### config.mk
export PLATFORM = sky130hd
export DESIGN_NAME = adcc_top
export DESIGN_NICKNAME = d
export VERILOG_FILES = /design/src/rtl/adcc_pkg.sv /design/src/rtl/adcc_top.sv /design/src/rtl/adcc_clkdiv.sv /design/src/rtl/adcc_core.sv
export SDC_FILE = /design/constraint.sdc
export NUM_CORES = 1
export LEC_CHECK = 0
export BUFFER_PORTS_ARGS = -buffer_cell sky130_fd_sc_hd__buf_2
export CORE_MARGIN = 8
export CORE_UTILIZATION = 44
export CTS_BUF_LIST = sky130_fd_sc_hd__clkbuf_4
export DETAILED_ROUTE_END_ITERATION = 8
export PLACE_DENSITY = 0.78
export SYNTH_ARGS = -nofsm -noshare
export SYNTH_HDL_FRONTEND = slang
export SYNTH_HIERARCHICAL = 1
export SYNTH_SLANG_ARGS = --single-unit
export TNS_END_PERCENT = 100
### constraint.sdc
create_clock -name aclk -period 1.99 [get_ports aclk]
set_input_delay 0.0995 -clock aclk [delete_from_list [all_inputs] [get_ports aclk]]
set_output_delay 0.0995 -clock aclk [all_outputs]
set_load 0.03 [all_outputs]
### src/rtl/adcc_pkg.sv
/*
 * Shared constants, types and register map of the converter control block.
 * Assumes one 10 MHz clock, a synchronous active-low reset and an AXI4-Lite master.
 */
// Overview of operation
// - Eight input channels, eight-bit result.
// - Low three control bits pick channel.
// - Pin count n makes lowest n lines analog; code 7 here makes all eight.
// - Analog lines lose digital function and pull-up.
// - Control bit 6 pending, reads 0 when done.
// - Start rising edge resets converter, sets pending.
// - Converter held in reset while start high.
// - Start falling edge begins conversion.
// - Completion clears pending, sets interrupt request.
// - Result register holds the completed value.
// - Clock select: /2, /8, /32, 11 undefined.
package adcc_pkg;

    // Bus geometry and responses
    localparam int unsigned ADDR_W      = 8;
    localparam logic [1:0]  RESP_OKAY   = 2'h0;
    localparam logic [1:0]  RESP_SLVERR = 2'h2;

    // Register indices; byte address is four times the index
    localparam logic [7:0] IDX_RESULT  = 8'h21;
    localparam logic [7:0] IDX_CONTROL = 8'h22;
    localparam logic [7:0] IDX_CLKSET  = 8'h23;
    localparam logic [7:0] IDX_IRQ     = 8'h24;
    localparam logic [ADDR_W-1:0] ADDR_RESULT  = ADDR_W'(IDX_RESULT * 4);
    localparam logic [ADDR_W-1:0] ADDR_CONTROL = ADDR_W'(IDX_CONTROL * 4);
    localparam logic [ADDR_W-1:0] ADDR_CLKSET  = ADDR_W'(IDX_CLKSET * 4);
    localparam logic [ADDR_W-1:0] ADDR_IRQ     = ADDR_W'(IDX_IRQ * 4);

    // Field positions outside the control struct
    localparam int unsigned CLK_SEL_LSB  = 0;
    localparam int unsigned CLK_TEST_BIT = 7;
    localparam int unsigned IRQ_EN_BIT   = 0;
    localparam int unsigned IRQ_FLAG_BIT = 1;

    // Reset values
    localparam logic [7:0] CONTROL_RESET = 8'h00;
    localparam logic [7:0] CLKSET_RESET  = 8'h00;
    localparam logic [7:0] RESULT_RESET  = 8'h00;

    // Converter clock dividers and conversion length in converter ticks
    localparam int unsigned DIV_CODE0          = 2;
    localparam int unsigned DIV_CODE1          = 8;
    localparam int unsigned DIV_CODE2          = 32;
    localparam int unsigned CONV_TICKS_DEFAULT = 16;

    // Control register layout, bit 7 down to bit 0
    typedef struct packed {
        logic       start;
        logic       pending;
        logic [2:0] pin_count;
        logic [2:0] channel;
    } adcc_ctrl_type;

    // Digitised value presented on each of the eight inputs
    typedef logic [7:0][7:0] adcc_samples_type;

    // Second port pad controls, one bit per line
    typedef struct packed {
        logic [7:0] analog_sel;
        logic [7:0] input_en;
        logic [7:0] output_en;
        logic [7:0] pullup_en;
    } adcc_gpio_type;

    // Converter sequencing states
    typedef enum logic [1:0] {
        ADCC_IDLE    = 2'b00,
        ADCC_HOLD    = 2'b01,
        ADCC_CONVERT = 2'b10
    } adcc_state_type;

endpackage : adcc_pkg

### src/rtl/adcc_top.sv
/*
 * Converter control block: AXI4-Lite register file, start sequencing, pad control, request flag.
 * Assumes the analog front end presents each input as an 8-bit sample on analog_inputs.
 */
// Added by the designer: the AXI4-Lite slave port.
`timescale 1ns/100ps
module adcc_top #(
    parameter int unsigned CONV_TICKS = adcc_pkg::CONV_TICKS_DEFAULT
) (
    // Clock, reset, enable
    input  wire logic                        aclk,
    input  wire logic                        aresetn,
    input  wire logic                        ce,
    // AXI4-Lite write address and data
    input  wire logic [adcc_pkg::ADDR_W-1:0] awaddr,
    input  wire logic [2:0]                  awprot,
    input  wire logic                        awvalid,
    output logic                             awready,
    input  wire logic [31:0]                 wdata,
    input  wire logic [3:0]                  wstrb,
    input  wire logic                        wvalid,
    output logic                             wready,
    // AXI4-Lite write response
    output logic [1:0]                       bresp,
    output logic                             bvalid,
    input  wire logic                        bready,
    // AXI4-Lite read
    input  wire logic [adcc_pkg::ADDR_W-1:0] araddr,
    input  wire logic [2:0]                  arprot,
    input  wire logic                        arvalid,
    output logic                             arready,
    output logic [31:0]                      rdata,
    output logic [1:0]                       rresp,
    output logic                             rvalid,
    input  wire logic                        rready,
    // Analog inputs
    input  wire adcc_pkg::adcc_samples_type  analog_inputs,
    // Second port pad control
    input  wire logic [7:0]                  second_gpio_port_oe_req,
    input  wire logic [7:0]                  second_gpio_port_pullup_opt,
    output adcc_pkg::adcc_gpio_type          second_gpio_port_ctl,
    // Request line
    output logic                             converter_irq
);
    import adcc_pkg::*;

    adcc_ctrl_type     ctrl_r;
    adcc_ctrl_type     wr_ctrl;
    logic [7:0]        clkset_r;
    logic              irq_en_r;
    logic              irq_flag_r;
    logic              start_q_r;
    logic              aw_held_r;
    logic              w_held_r;
    logic [ADDR_W-1:0] wr_addr_r;
    logic [7:0]        wr_data_r;
    logic              wr_lane_r;
    logic              wr_go;
    logic              wr_ctrl_sel;
    logic              wr_clk_sel;
    logic              wr_irq_sel;
    logic              wr_mapped;
    logic              start_rise;
    logic              start_conv;
    logic              conv_done;
    logic              conv_tick;
    logic [7:0]        conv_result;
    logic [31:0]       rd_word;
    logic              rd_mapped;

    // Prescaler restarts with the converter
    adcc_clkdiv u_clkdiv (
        .aclk    (aclk),
        .aresetn (aresetn),
        .ce      (ce),
        .sel     (clkset_r[CLK_SEL_LSB +: 2]),
        .clr     (ctrl_r.start),
        .tick    (conv_tick)
    );

    // eight channels in, eight bits out
    adcc_core #(
        .CONV_TICKS (CONV_TICKS)
    ) u_core (
        .aclk       (aclk),
        .aresetn    (aresetn),
        .ce         (ce),
        .hold       (ctrl_r.start),
        .start_conv (start_conv),
        .tick       (conv_tick),
        .channel    (ctrl_r.channel),
        .samples    (analog_inputs),
        .done       (conv_done),
        .result     (conv_result)
    );

    // Bus handshakes; enable low also stops the bus
    assign awready = ce && !aw_held_r && !bvalid;
    assign wready  = ce && !w_held_r && !bvalid;
    assign arready = ce && !rvalid;
    assign wr_go   = aw_held_r && w_held_r && !bvalid;

    // Write decode, only the low byte lane carries data
    assign wr_ctrl_sel = wr_go && wr_lane_r && (wr_addr_r == ADDR_CONTROL);
    assign wr_clk_sel  = wr_go && wr_lane_r && (wr_addr_r == ADDR_CLKSET);
    assign wr_irq_sel  = wr_go && wr_lane_r && (wr_addr_r == ADDR_IRQ);
    assign wr_mapped   = (wr_addr_r == ADDR_CONTROL) || (wr_addr_r == ADDR_CLKSET) ||
                         (wr_addr_r == ADDR_IRQ) || (wr_addr_r == ADDR_RESULT);
    assign wr_ctrl     = adcc_ctrl_type'(wr_data_r);

    // edge of the start bit from software
    assign start_rise = wr_ctrl_sel && wr_ctrl.start && !ctrl_r.start;
    // falling edge seen one cycle after the write
    assign start_conv = start_q_r && !ctrl_r.start;

    // Address and data capture, either order
    always_ff @(posedge aclk) begin
        if (!aresetn) begin
            aw_held_r <= 1'b0;
            w_held_r  <= 1'b0;
            wr_addr_r <= '0;
            wr_data_r <= 8'h00;
            wr_lane_r <= 1'b0;
        end else if (ce) begin
            if (awvalid && awready) begin
                aw_held_r <= 1'b1;
                wr_addr_r <= awaddr;
            end else if (wr_go) begin
                aw_held_r <= 1'b0;
            end
            if (wvalid && wready) begin
                w_held_r  <= 1'b1;
                wr_data_r <= wdata[7:0];
                wr_lane_r <= wstrb[0];
            end else if (wr_go) begin
                w_held_r <= 1'b0;
            end
        end
    end

    // Write response; unmapped addresses answer with an error
    always_ff @(posedge aclk) begin
        if (!aresetn) begin
            bvalid <= 1'b0;
            bresp  <= RESP_OKAY;
        end else if (ce) begin
            if (wr_go) begin
                bvalid <= 1'b1;
                bresp  <= wr_mapped ? RESP_OKAY : RESP_SLVERR;
            end else if (bready) begin
                bvalid <= 1'b0;
            end
        end
    end

    always_ff @(posedge aclk) begin
        if (!aresetn) begin
            ctrl_r.start     <= CONTROL_RESET[7];
            ctrl_r.pin_count <= CONTROL_RESET[5:3];
            ctrl_r.channel   <= CONTROL_RESET[2:0];
            start_q_r        <= 1'b0;
        end else if (ce) begin
            start_q_r <= ctrl_r.start;
            if (wr_ctrl_sel) begin
                ctrl_r.start     <= wr_ctrl.start;
                ctrl_r.pin_count <= wr_ctrl.pin_count;
                ctrl_r.channel   <= wr_ctrl.channel;
            end
        end
    end

    always_ff @(posedge aclk) begin
        if (!aresetn) begin
            ctrl_r.pending <= CONTROL_RESET[6];
        end else if (ce) begin
            if (start_rise) begin
                ctrl_r.pending <= 1'b1;
            end else if (conv_done) begin
                ctrl_r.pending <= 1'b0;
            end
        end
    end

    always_ff @(posedge aclk) begin
        if (!aresetn) begin
            clkset_r <= CLKSET_RESET;
        end else if (ce && wr_clk_sel) begin
            clkset_r <= 8'h00;
            clkset_r[CLK_SEL_LSB +: 2] <= wr_data_r[CLK_SEL_LSB +: 2];
            clkset_r[CLK_TEST_BIT]     <= wr_data_r[CLK_TEST_BIT];
        end
    end

    // request flag, set beats a write-one clear
    always_ff @(posedge aclk) begin
        if (!aresetn) begin
            irq_en_r   <= 1'b0;
            irq_flag_r <= 1'b0;
        end else if (ce) begin
            if (wr_irq_sel) begin
                irq_en_r <= wr_data_r[IRQ_EN_BIT];
            end
            if (conv_done) begin
                irq_flag_r <= 1'b1;
            end else if (wr_irq_sel && wr_data_r[IRQ_FLAG_BIT]) begin
                irq_flag_r <= 1'b0;
            end
        end
    end

    assign converter_irq = irq_flag_r && irq_en_r;

    // Read mux
    always_comb begin
        rd_word   = 32'h0000_0000;
        rd_mapped = 1'b1;
        unique case (araddr)
            ADDR_RESULT:  rd_word[7:0] = conv_result;
            ADDR_CONTROL: rd_word[7:0] = ctrl_r;
            ADDR_CLKSET:  rd_word[7:0] = clkset_r;
            ADDR_IRQ: begin
                rd_word[IRQ_EN_BIT]   = irq_en_r;
                rd_word[IRQ_FLAG_BIT] = irq_flag_r;
            end
            default:      rd_mapped = 1'b0;
        endcase
    end

    // Read data channel
    always_ff @(posedge aclk) begin
        if (!aresetn) begin
            rvalid <= 1'b0;
            rdata  <= 32'h0000_0000;
            rresp  <= RESP_OKAY;
        end else if (ce) begin
            if (arvalid && arready) begin
                rvalid <= 1'b1;
                rdata  <= rd_word;
                rresp  <= rd_mapped ? RESP_OKAY : RESP_SLVERR;
            end else if (rready) begin
                rvalid <= 1'b0;
            end
        end
    end

    // thermometer mask; code 7 covers all eight lines
    // analog lines lose digital paths and pull-up
    always_ff @(posedge aclk) begin
        if (!aresetn) begin
            second_gpio_port_ctl <= '0;
        end else if (ce) begin
            second_gpio_port_ctl.analog_sel <= (ctrl_r.pin_count == 3'h7) ? 8'hFF :
                                               8'((9'h001 << ctrl_r.pin_count) - 9'h001);
            second_gpio_port_ctl.input_en   <= (ctrl_r.pin_count == 3'h7) ? 8'h00 :
                                               ~8'((9'h001 << ctrl_r.pin_count) - 9'h001);
            second_gpio_port_ctl.output_en  <= second_gpio_port_oe_req &
                                               ~((ctrl_r.pin_count == 3'h7) ? 8'hFF :
                                               8'((9'h001 << ctrl_r.pin_count) - 9'h001));
            second_gpio_port_ctl.pullup_en  <= second_gpio_port_pullup_opt &
                                               ~((ctrl_r.pin_count == 3'h7) ? 8'hFF :
                                               8'((9'h001 << ctrl_r.pin_count) - 9'h001));
        end
    end

    a_start_sets_pend: assert property (@(posedge aclk) disable iff (!aresetn)
        ce && start_rise |=> ctrl_r.pending && ctrl_r.start)
        else $error("start rising edge did not set pending");

    a_done_clears_pend: assert property (@(posedge aclk) disable iff (!aresetn)
        conv_done |=> !ctrl_r.pending && irq_flag_r)
        else $error("completion did not clear pending and set request");

    a_pend_fall_cause: assert property (@(posedge aclk) disable iff (!aresetn)
        $fell(ctrl_r.pending) |-> $past(conv_done) && conv_result == $past(analog_inputs[u_core.chan_r]))
        else $error("pending fell without result update");

    a_irq_gated: assert property (@(posedge aclk) disable iff (!aresetn)
        $rose(irq_flag_r) |-> $past(conv_done) && !$past(ctrl_r.start))
        else $error("request flag set without a completed conversion");

    a_analog_count: assert property (@(posedge aclk) disable iff (!aresetn)
        $past(ce) |-> $countones(second_gpio_port_ctl.analog_sel) ==
            (($past(ctrl_r.pin_count) == 3'h7) ? 8 : int'($past(ctrl_r.pin_count))))
        else $error("analog line count does not match pin count field");

    a_analog_isolated: assert property (@(posedge aclk) disable iff (!aresetn)
        (second_gpio_port_ctl.analog_sel & (second_gpio_port_ctl.pullup_en |
            second_gpio_port_ctl.output_en | second_gpio_port_ctl.input_en)) == 8'h00)
        else $error("analog line keeps a digital function");

    c_conversion_done: cover property (@(posedge aclk) disable iff (!aresetn) conv_done);
    c_irq_raised:      cover property (@(posedge aclk) disable iff (!aresetn) $rose(converter_irq));
    c_start_pulse:     cover property (@(posedge aclk) disable iff (!aresetn) start_rise ##[1:20] start_conv);
    c_conv_aborted:    cover property (@(posedge aclk) disable iff (!aresetn)
        start_rise && u_core.state_r == ADCC_CONVERT);
    c_slow_divider:    cover property (@(posedge aclk) disable iff (!aresetn)
        conv_done && clkset_r[CLK_SEL_LSB +: 2] == 2'h3);

endmodule : adcc_top

### src/rtl/adcc_clkdiv.sv
/*
 * Converter clock prescaler: one-cycle tick at the selected division of aclk.
 * Assumes clr is held while the converter sits in reset, so each conversion starts aligned.
 */
`timescale 1ns/100ps
module adcc_clkdiv (
    // Clock and reset
    input  wire logic       aclk,
    input  wire logic       aresetn,
    input  wire logic       ce,
    // Control
    input  wire logic [1:0] sel,
    input  wire logic       clr,
    // Tick out
    output logic            tick
);
    import adcc_pkg::*;

    logic [4:0] count_r;
    logic [4:0] last;

    always_comb begin
        unique case (sel)
            2'h0:    last = 5'(DIV_CODE0 - 1);
            2'h1:    last = 5'(DIV_CODE1 - 1);
            default: last = 5'(DIV_CODE2 - 1); // Undefined code runs slowest, the safe side
        endcase
    end

    assign tick = (count_r == last) && !clr;

    // Prescaler count
    always_ff @(posedge aclk) begin
        if (!aresetn) begin
            count_r <= 5'h00;
        end else if (ce) begin
            if (clr || tick || count_r > last) begin
                count_r <= 5'h00;
            end else begin
                count_r <= count_r + 5'h01;
            end
        end
    end

    a_div8_period: assert property (@(posedge aclk) disable iff (!aresetn)
        (ce && !clr && sel == 2'h1 && tick) ##1 (ce && !clr && sel == 2'h1) [*7] |=> tick)
        else $error("divide by eight tick spacing wrong");

endmodule : adcc_clkdiv

### src/rtl/adcc_core.sv
/*
 * Conversion sequencer: holds in reset, latches the channel, counts ticks, captures the result.
 * Assumes hold is the start bit level and start_conv pulses on its falling edge.
 */
`timescale 1ns/100ps
module adcc_core #(
    parameter int unsigned CONV_TICKS = adcc_pkg::CONV_TICKS_DEFAULT
) (
    // Clock and reset
    input  wire logic                       aclk,
    input  wire logic                       aresetn,
    input  wire logic                       ce,
    // Sequencing
    input  wire logic                       hold,
    input  wire logic                       start_conv,
    input  wire logic                       tick,
    input  wire logic [2:0]                 channel,
    // Sample source and result
    input  wire adcc_pkg::adcc_samples_type samples,
    output logic                            done,
    output logic [7:0]                      result
);
    import adcc_pkg::*;

    localparam int unsigned CW = $clog2(CONV_TICKS + 1);
    localparam logic [CW-1:0] LAST = CW'(CONV_TICKS - 1);

    adcc_state_type state_r;
    logic [CW-1:0]  count_r;
    logic [2:0]     chan_r;

    // completes after a fixed tick count
    assign done = ce && (state_r == ADCC_CONVERT) && tick && (count_r == LAST) && !hold;

    always_ff @(posedge aclk) begin
        if (!aresetn) begin
            state_r <= ADCC_IDLE;
        end else if (ce) begin
            if (hold) begin
                state_r <= ADCC_HOLD;
            end else begin
                unique case (state_r)
                    ADCC_IDLE: begin
                        state_r <= ADCC_IDLE;
                    end
                    ADCC_HOLD: begin
                        if (start_conv) begin
                            state_r <= ADCC_CONVERT;
                        end
                    end
                    ADCC_CONVERT: begin
                        if (done) begin
                            state_r <= ADCC_IDLE;
                        end
                    end
                    default: begin
                        state_r <= ADCC_IDLE;
                    end
                endcase
            end
        end
    end

    // Tick counter, cleared whenever not converting
    always_ff @(posedge aclk) begin
        if (!aresetn) begin
            count_r <= '0;
        end else if (ce) begin
            if (hold || state_r != ADCC_CONVERT) begin
                count_r <= '0;
            end else if (tick) begin
                count_r <= count_r + CW'(1);
            end
        end
    end

    // channel frozen for the whole conversion
    always_ff @(posedge aclk) begin
        if (!aresetn) begin
            chan_r <= 3'h0;
        end else if (ce && state_r == ADCC_HOLD && start_conv) begin
            chan_r <= channel;
        end
    end

    always_ff @(posedge aclk) begin
        if (!aresetn) begin
            result <= RESULT_RESET;
        end else if (done) begin
            result <= samples[chan_r];
        end
    end

    a_hold_resets_seq: assert property (@(posedge aclk) disable iff (!aresetn)
        ce && hold |=> state_r == ADCC_HOLD && count_r == '0)
        else $error("converter not held in reset while start high");

    a_fall_starts_conv: assert property (@(posedge aclk) disable iff (!aresetn)
        ce && !hold && start_conv && state_r == ADCC_HOLD |=> state_r == ADCC_CONVERT)
        else $error("falling start did not begin conversion");

    a_result_of_channel: assert property (@(posedge aclk) disable iff (!aresetn)
        done |=> result == $past(samples[chan_r]))
        else $error("result not taken from selected channel");

endmodule : adcc_core

==> results.txt <==
----------------------------------------------------
[Yosys]
  Synth area leader ... sky130_fd_sc_hd__dfxtp_1
  Synth async-reset ratio ... 0
  Dominant register cell in the synthesized netlist ... sky130_fd_sc_hd__dfxtp_1
  Syn Inst Count ... 532
  Synth Area per Inst ... 9.28 um^2
  Summed instance area of the synthesized netlist ... 4940 um^2
  Cell variety after synth ... 59
  #FFs+latches synth ... 99
  Biggest area contributors in the synthesized netlist ... sky130_fd_sc_hd__dfxtp_1 40%, sky130_fd_sc_hd__nand2_1 5.4%, sky130_fd_sc_hd__mux4_1 4.8%
  Number of warnings reported in the yosys synthesis log ... 6
  Number of flops mapped to enable cells by yosys ... 0
  Seq/Total Area, Yosys ... 0.402
  Fraction of post-synthesis cell area in the top cell type by area ... 0.402
  Post-synth top cells ... 99 x sky130_fd_sc_hd__dfxtp_1, 71 x sky130_fd_sc_hd__nand2_1, 33 x sky130_fd_sc_hd__o21ai_0
  Most common cell in the netlist ... sky130_fd_sc_hd__dfxtp_1

[Setup path]
  Destination of the worst register-to-register timing path ... u_core/result[6]$_SDFFE_PN0P_
  Delay of the slowest cell on the worst path ... 370 ps
  Worst endpoint required time ... between 2000 and 2500 ps
  Maximum net fanout on the critical path ... 8
  Category of the worst setup path launch point ... register
  Cell occurring most often along the worst timing path ... sky130_fd_sc_hd__ha_1
  Worst Path Arrival ... around 2200 ps
  R2R Setup Slk ... 130 ps
  Kind of end point of the critical path ... register
  Category of the most critical setup path ... reg -> reg
  Slowest cell on crit path ... sky130_fd_sc_hd__dfxtp_1
  R2R depth ... 8
  Launch point of the worst reg-to-reg path ... u_core/count_r[0]$_SDFFE_PN0P_
  Ordered list of cells on the worst path ... ha_1 > and3_1 > ha_1 > and3_4 > and2_4 > buf_4 > o21ai_0 > nor2_1

[Clock tree]
  Clock buffers created by TritonCTS ... 9
  Clock-pin slew on the worst setup and hold paths ... 160 ps
  Number of H-tree levels ... 3
  Max Buffers Root-to-Sink ... 2
  Clock tree from TritonCTS ... yes
  Clock latency reported for the late side of the worst-skew pair ... between 400 and 500 ps
  Clock sink count ... 99
  Root Driver ... sky130_fd_sc_hd__clkbuf_4

[Final layout]
  Share of the core filled with cells ... 0.586
  Area Growth Syn to Fin ... 29.2%
  Number of filler cells placed in the layout ... 937
  Final layout net count ... 883
  Fraction of final layout cells with drive strength greater than 1 ... 0.307
  Final Non-Filler Cells ... 875

[Power and ir drop]
  Cell leakage power ... around 2.8 nW
  Worst IR Drop VDD ... 330 uV
  Total power ... 0.00387 W
  Ratio of total power to cell area ... between 600 and 700 nW/um^2

[Place]
  Global placement routability congestion ... 0.877
  Hpwl dp ... 10.7 mm
  Place WS ... -33.1 ps
  Number of port buffers ... 159
  Cell Count Post-Placement ... 821

[Min path]
  Worst Hold Launch ... ce
  Cells on Worst Hold Path ... 2
  WHS Endpoint ... second_gpio_port_ctl[21]$_SDFFE_PN0P_
  Worst min-delay path category ... in -> reg

[GRT]
  Via count of the first global-routing pass ... around 4,600
  Initial antenna violation count ... 1
  Residual overflow from global routing ... 0
  All-Layer GR Usage ... 0.181
  Maximum number of pins on one net before global-route repair ... 35
  Global-route wire length before repair ... 21.8 mm

[Drt]
  WL final ... 14.1 mm
  Iteration count of the initial detailed-routing pass ... 5
  Routed wire per std cell ... 16.1 um
  Avg Vias per Cell ... 5.25
  Number of DRC markers after the initial detailed-route iteration ... between 300 and 400
  Antenna-violating nets left ... 0
  DRC violations left ... 0
  Total number of vias ... 4,590

[Timing]
  Clock skew ... around 24 ps
  Final setup slack of the worst path ... 126 ps
  Highest attainable clock frequency ... 537 MHz
  Post-route fraction of the period consumed by the critical path ... 0.937
  Min Clock Period, post-route ... 1860 ps
  Worst hold margin ... 43.7 ps
  Slew at the pin closest to its max-slew limit ... 693 ps
  Count of pins over their slew limit ... 0
  Final number of setup-violating endpoints ... 0
  Final Hold Violating Endpoints ... 0
  Worst rel slew slack ... 0.538

[Run status]
  Status ... finished clean

[Die]
  Boundary Pins ... 220
  Row cnt ... 38
  Horizontal die dimension ... around 120 um
  Initial Util ... 0.453
  Height of the die ... about 120 um
  Die Footprint ... between 10,000 and 15,000 um^2
  Core Box Area ... 10,900 um^2

[Flow run]
  Count of maximum capacitance violations ... 0

----------------------------------------------------
==> flip-flops by register name, indices dropped and copies added, names as in the netlist <==
register	cells
aw_held_r	1
bresp	1
bvalid	1
clkset_r	3
ctrl_r	8
irq_en_r	1
irq_flag_r	1
rdata	8
rresp	1
rvalid	1
second_gpio_port_ctl	32
start_q_r	1
u_clkdiv/count_r	5
u_core/chan_r	3
u_core/count_r	5
u_core/result	8
u_core/state_r	2
w_held_r	1
wr_addr_r	8
wr_ctrl	7
wr_lane_r	1
==> cell families (layout without fill, tap and decap cells) <==
logic type,after synthesis,in the layout,synth area share
AND/OR/NAND/NOR,199,199,0.211
flip-flops,99,99,0.402
AO/OA/AOI/OAI,122,122,0.163
buffers and inverters,64,241,0.0786
other,1,27,0.000760
multiplexers,32,32,0.113
adder cells (fa/ha/maj),8,8,0.0203
XOR/XNOR,7,7,0.0124
==> critical path, delay by kind of cell, from the launching register on <==
kind / cells / cell delay [ps]
AND/OR/NAND/NOR: 4 / 640
adder cells (fa/ha/maj): 2 / 420
AO/OA/AOI/OAI: 1 / 170
buffers and inverters: 1 / 150
flip-flops: 1 / 370
==> how the worst max path moves through the flow <==
stage | startpoint | endpoint | slack (ps) | cells after the start
3_3_place_gp | clkset_r[1]$_SDFFE_PN0P_ | u_core/result[5]$_SDFFE_PN0P_ | 90 | 8
4_1_cts | clkset_r[1]$_SDFFE_PN0P_ | u_core/result[6]$_SDFFE_PN0P_ | 60 | 8
6_report | u_core/count_r[0]$_SDFFE_PN0P_ | u_core/result[6]$_SDFFE_PN0P_ | 130 | 8
2_1_floorplan | ctrl_r[5]$_SDFFE_PN0P_ | second_gpio_port_ctl[26]$_SDFFE_PN0P_ | 0.5 | 9
3_5_place_dp | clkset_r[1]$_SDFFE_PN0P_ | u_core/result[6]$_SDFFE_PN0P_ | -30 | 8
5_1_grt | clkset_r[1]$_SDFFE_PN0P_ | irq_flag_r$_SDFFE_PN0P_ | -30 | 10
==> what timing repair did <==
action                                  4_1_cts  5_1_grt
endpoints found under the setup margin        8       11
pin swaps                                     0        3
hold buffers                                 35        0
endpoints found under the hold margin        36        0
resized for setup                             1        8
gates cloned                                  0        0
buffers inserted                              0        2
==> layout make-up <==
type,instances,area [um^2],share of cell area
clock inverter,6,72.6,0.0114
inverter,7,26.3,0.00412
antenna,1,2.50,0.000392
multi-input combinational,394,2700,0.424
tap,140,175,0.0275
sequential,99,1980,0.311
timing repair buffer,218,1340,0.210
clock buffer,10,75.1,0.0118
==> cell usage in the layout (no fill, tap or decap), types with 3 or more instances in the layout <==
cell type	n
sky130_fd_sc_hd__nand4_1	4
sky130_fd_sc_hd__and2_1	6
sky130_fd_sc_hd__buf_4	23
sky130_fd_sc_hd__inv_1	6
sky130_fd_sc_hd__o22ai_1	8
sky130_fd_sc_hd__xor2_1	5
sky130_fd_sc_hd__dfxtp_1	97
sky130_fd_sc_hd__mux2i_1	15
sky130_fd_sc_hd__o31ai_1	3
sky130_fd_sc_hd__nand3_1	27
sky130_fd_sc_hd__a22oi_1	11
sky130_fd_sc_hd__conb_1	26
sky130_fd_sc_hd__nor2b_1	29
sky130_fd_sc_hd__a22o_1	6
sky130_fd_sc_hd__nand2b_1	3
sky130_fd_sc_hd__buf_2	159
sky130_fd_sc_hd__dlygate4sd3_1	35
sky130_fd_sc_hd__o21ai_0	33
sky130_fd_sc_hd__clkbuf_4	10
sky130_fd_sc_hd__a21oi_1	19
sky130_fd_sc_hd__ha_1	7
sky130_fd_sc_hd__nor4bb_1	3
sky130_fd_sc_hd__mux4_1	9
sky130_fd_sc_hd__nand2_1	71
sky130_fd_sc_hd__a21boi_0	26
sky130_fd_sc_hd__nor2_1	24
sky130_fd_sc_hd__mux4_2	7
sky130_fd_sc_hd__nor3b_2	3
sky130_fd_sc_hd__and3_1	5
sky130_fd_sc_hd__nor3b_1	4
==> layer usage <==
layer | part of all wire | routed length (um) | track usage
met1 | 0.41 | 5810 | 0.208
met2 | 0.49 | 6910 | 0.317
met3 | 0.079 | 1110 | 0.0440
met4 | 0.017 | 243 | 0.0663
met5 | 0 | 0 | 0
==> per-stage QoR <==
| step | area (um^2) | setup TNS [ps] |
|---|---|---|
| global placement | 5830 | 0 |
| detailed placement | 5830 | -89.8 |
| CTS | 6330 | 0 |
| finish | 6380 | 0 |
| floorplan | 5040 | 0 |
| global route | 6380 | -29.0 |
==> power by group <==
group	internal [W]	switching, W	total, W
registers	0.00205	0.0000448	0.00209
logic	0.000286	0.000379	0.000664
clock network	0.000417	0.000701	0.00112
(Power assumes the default switching activity.)
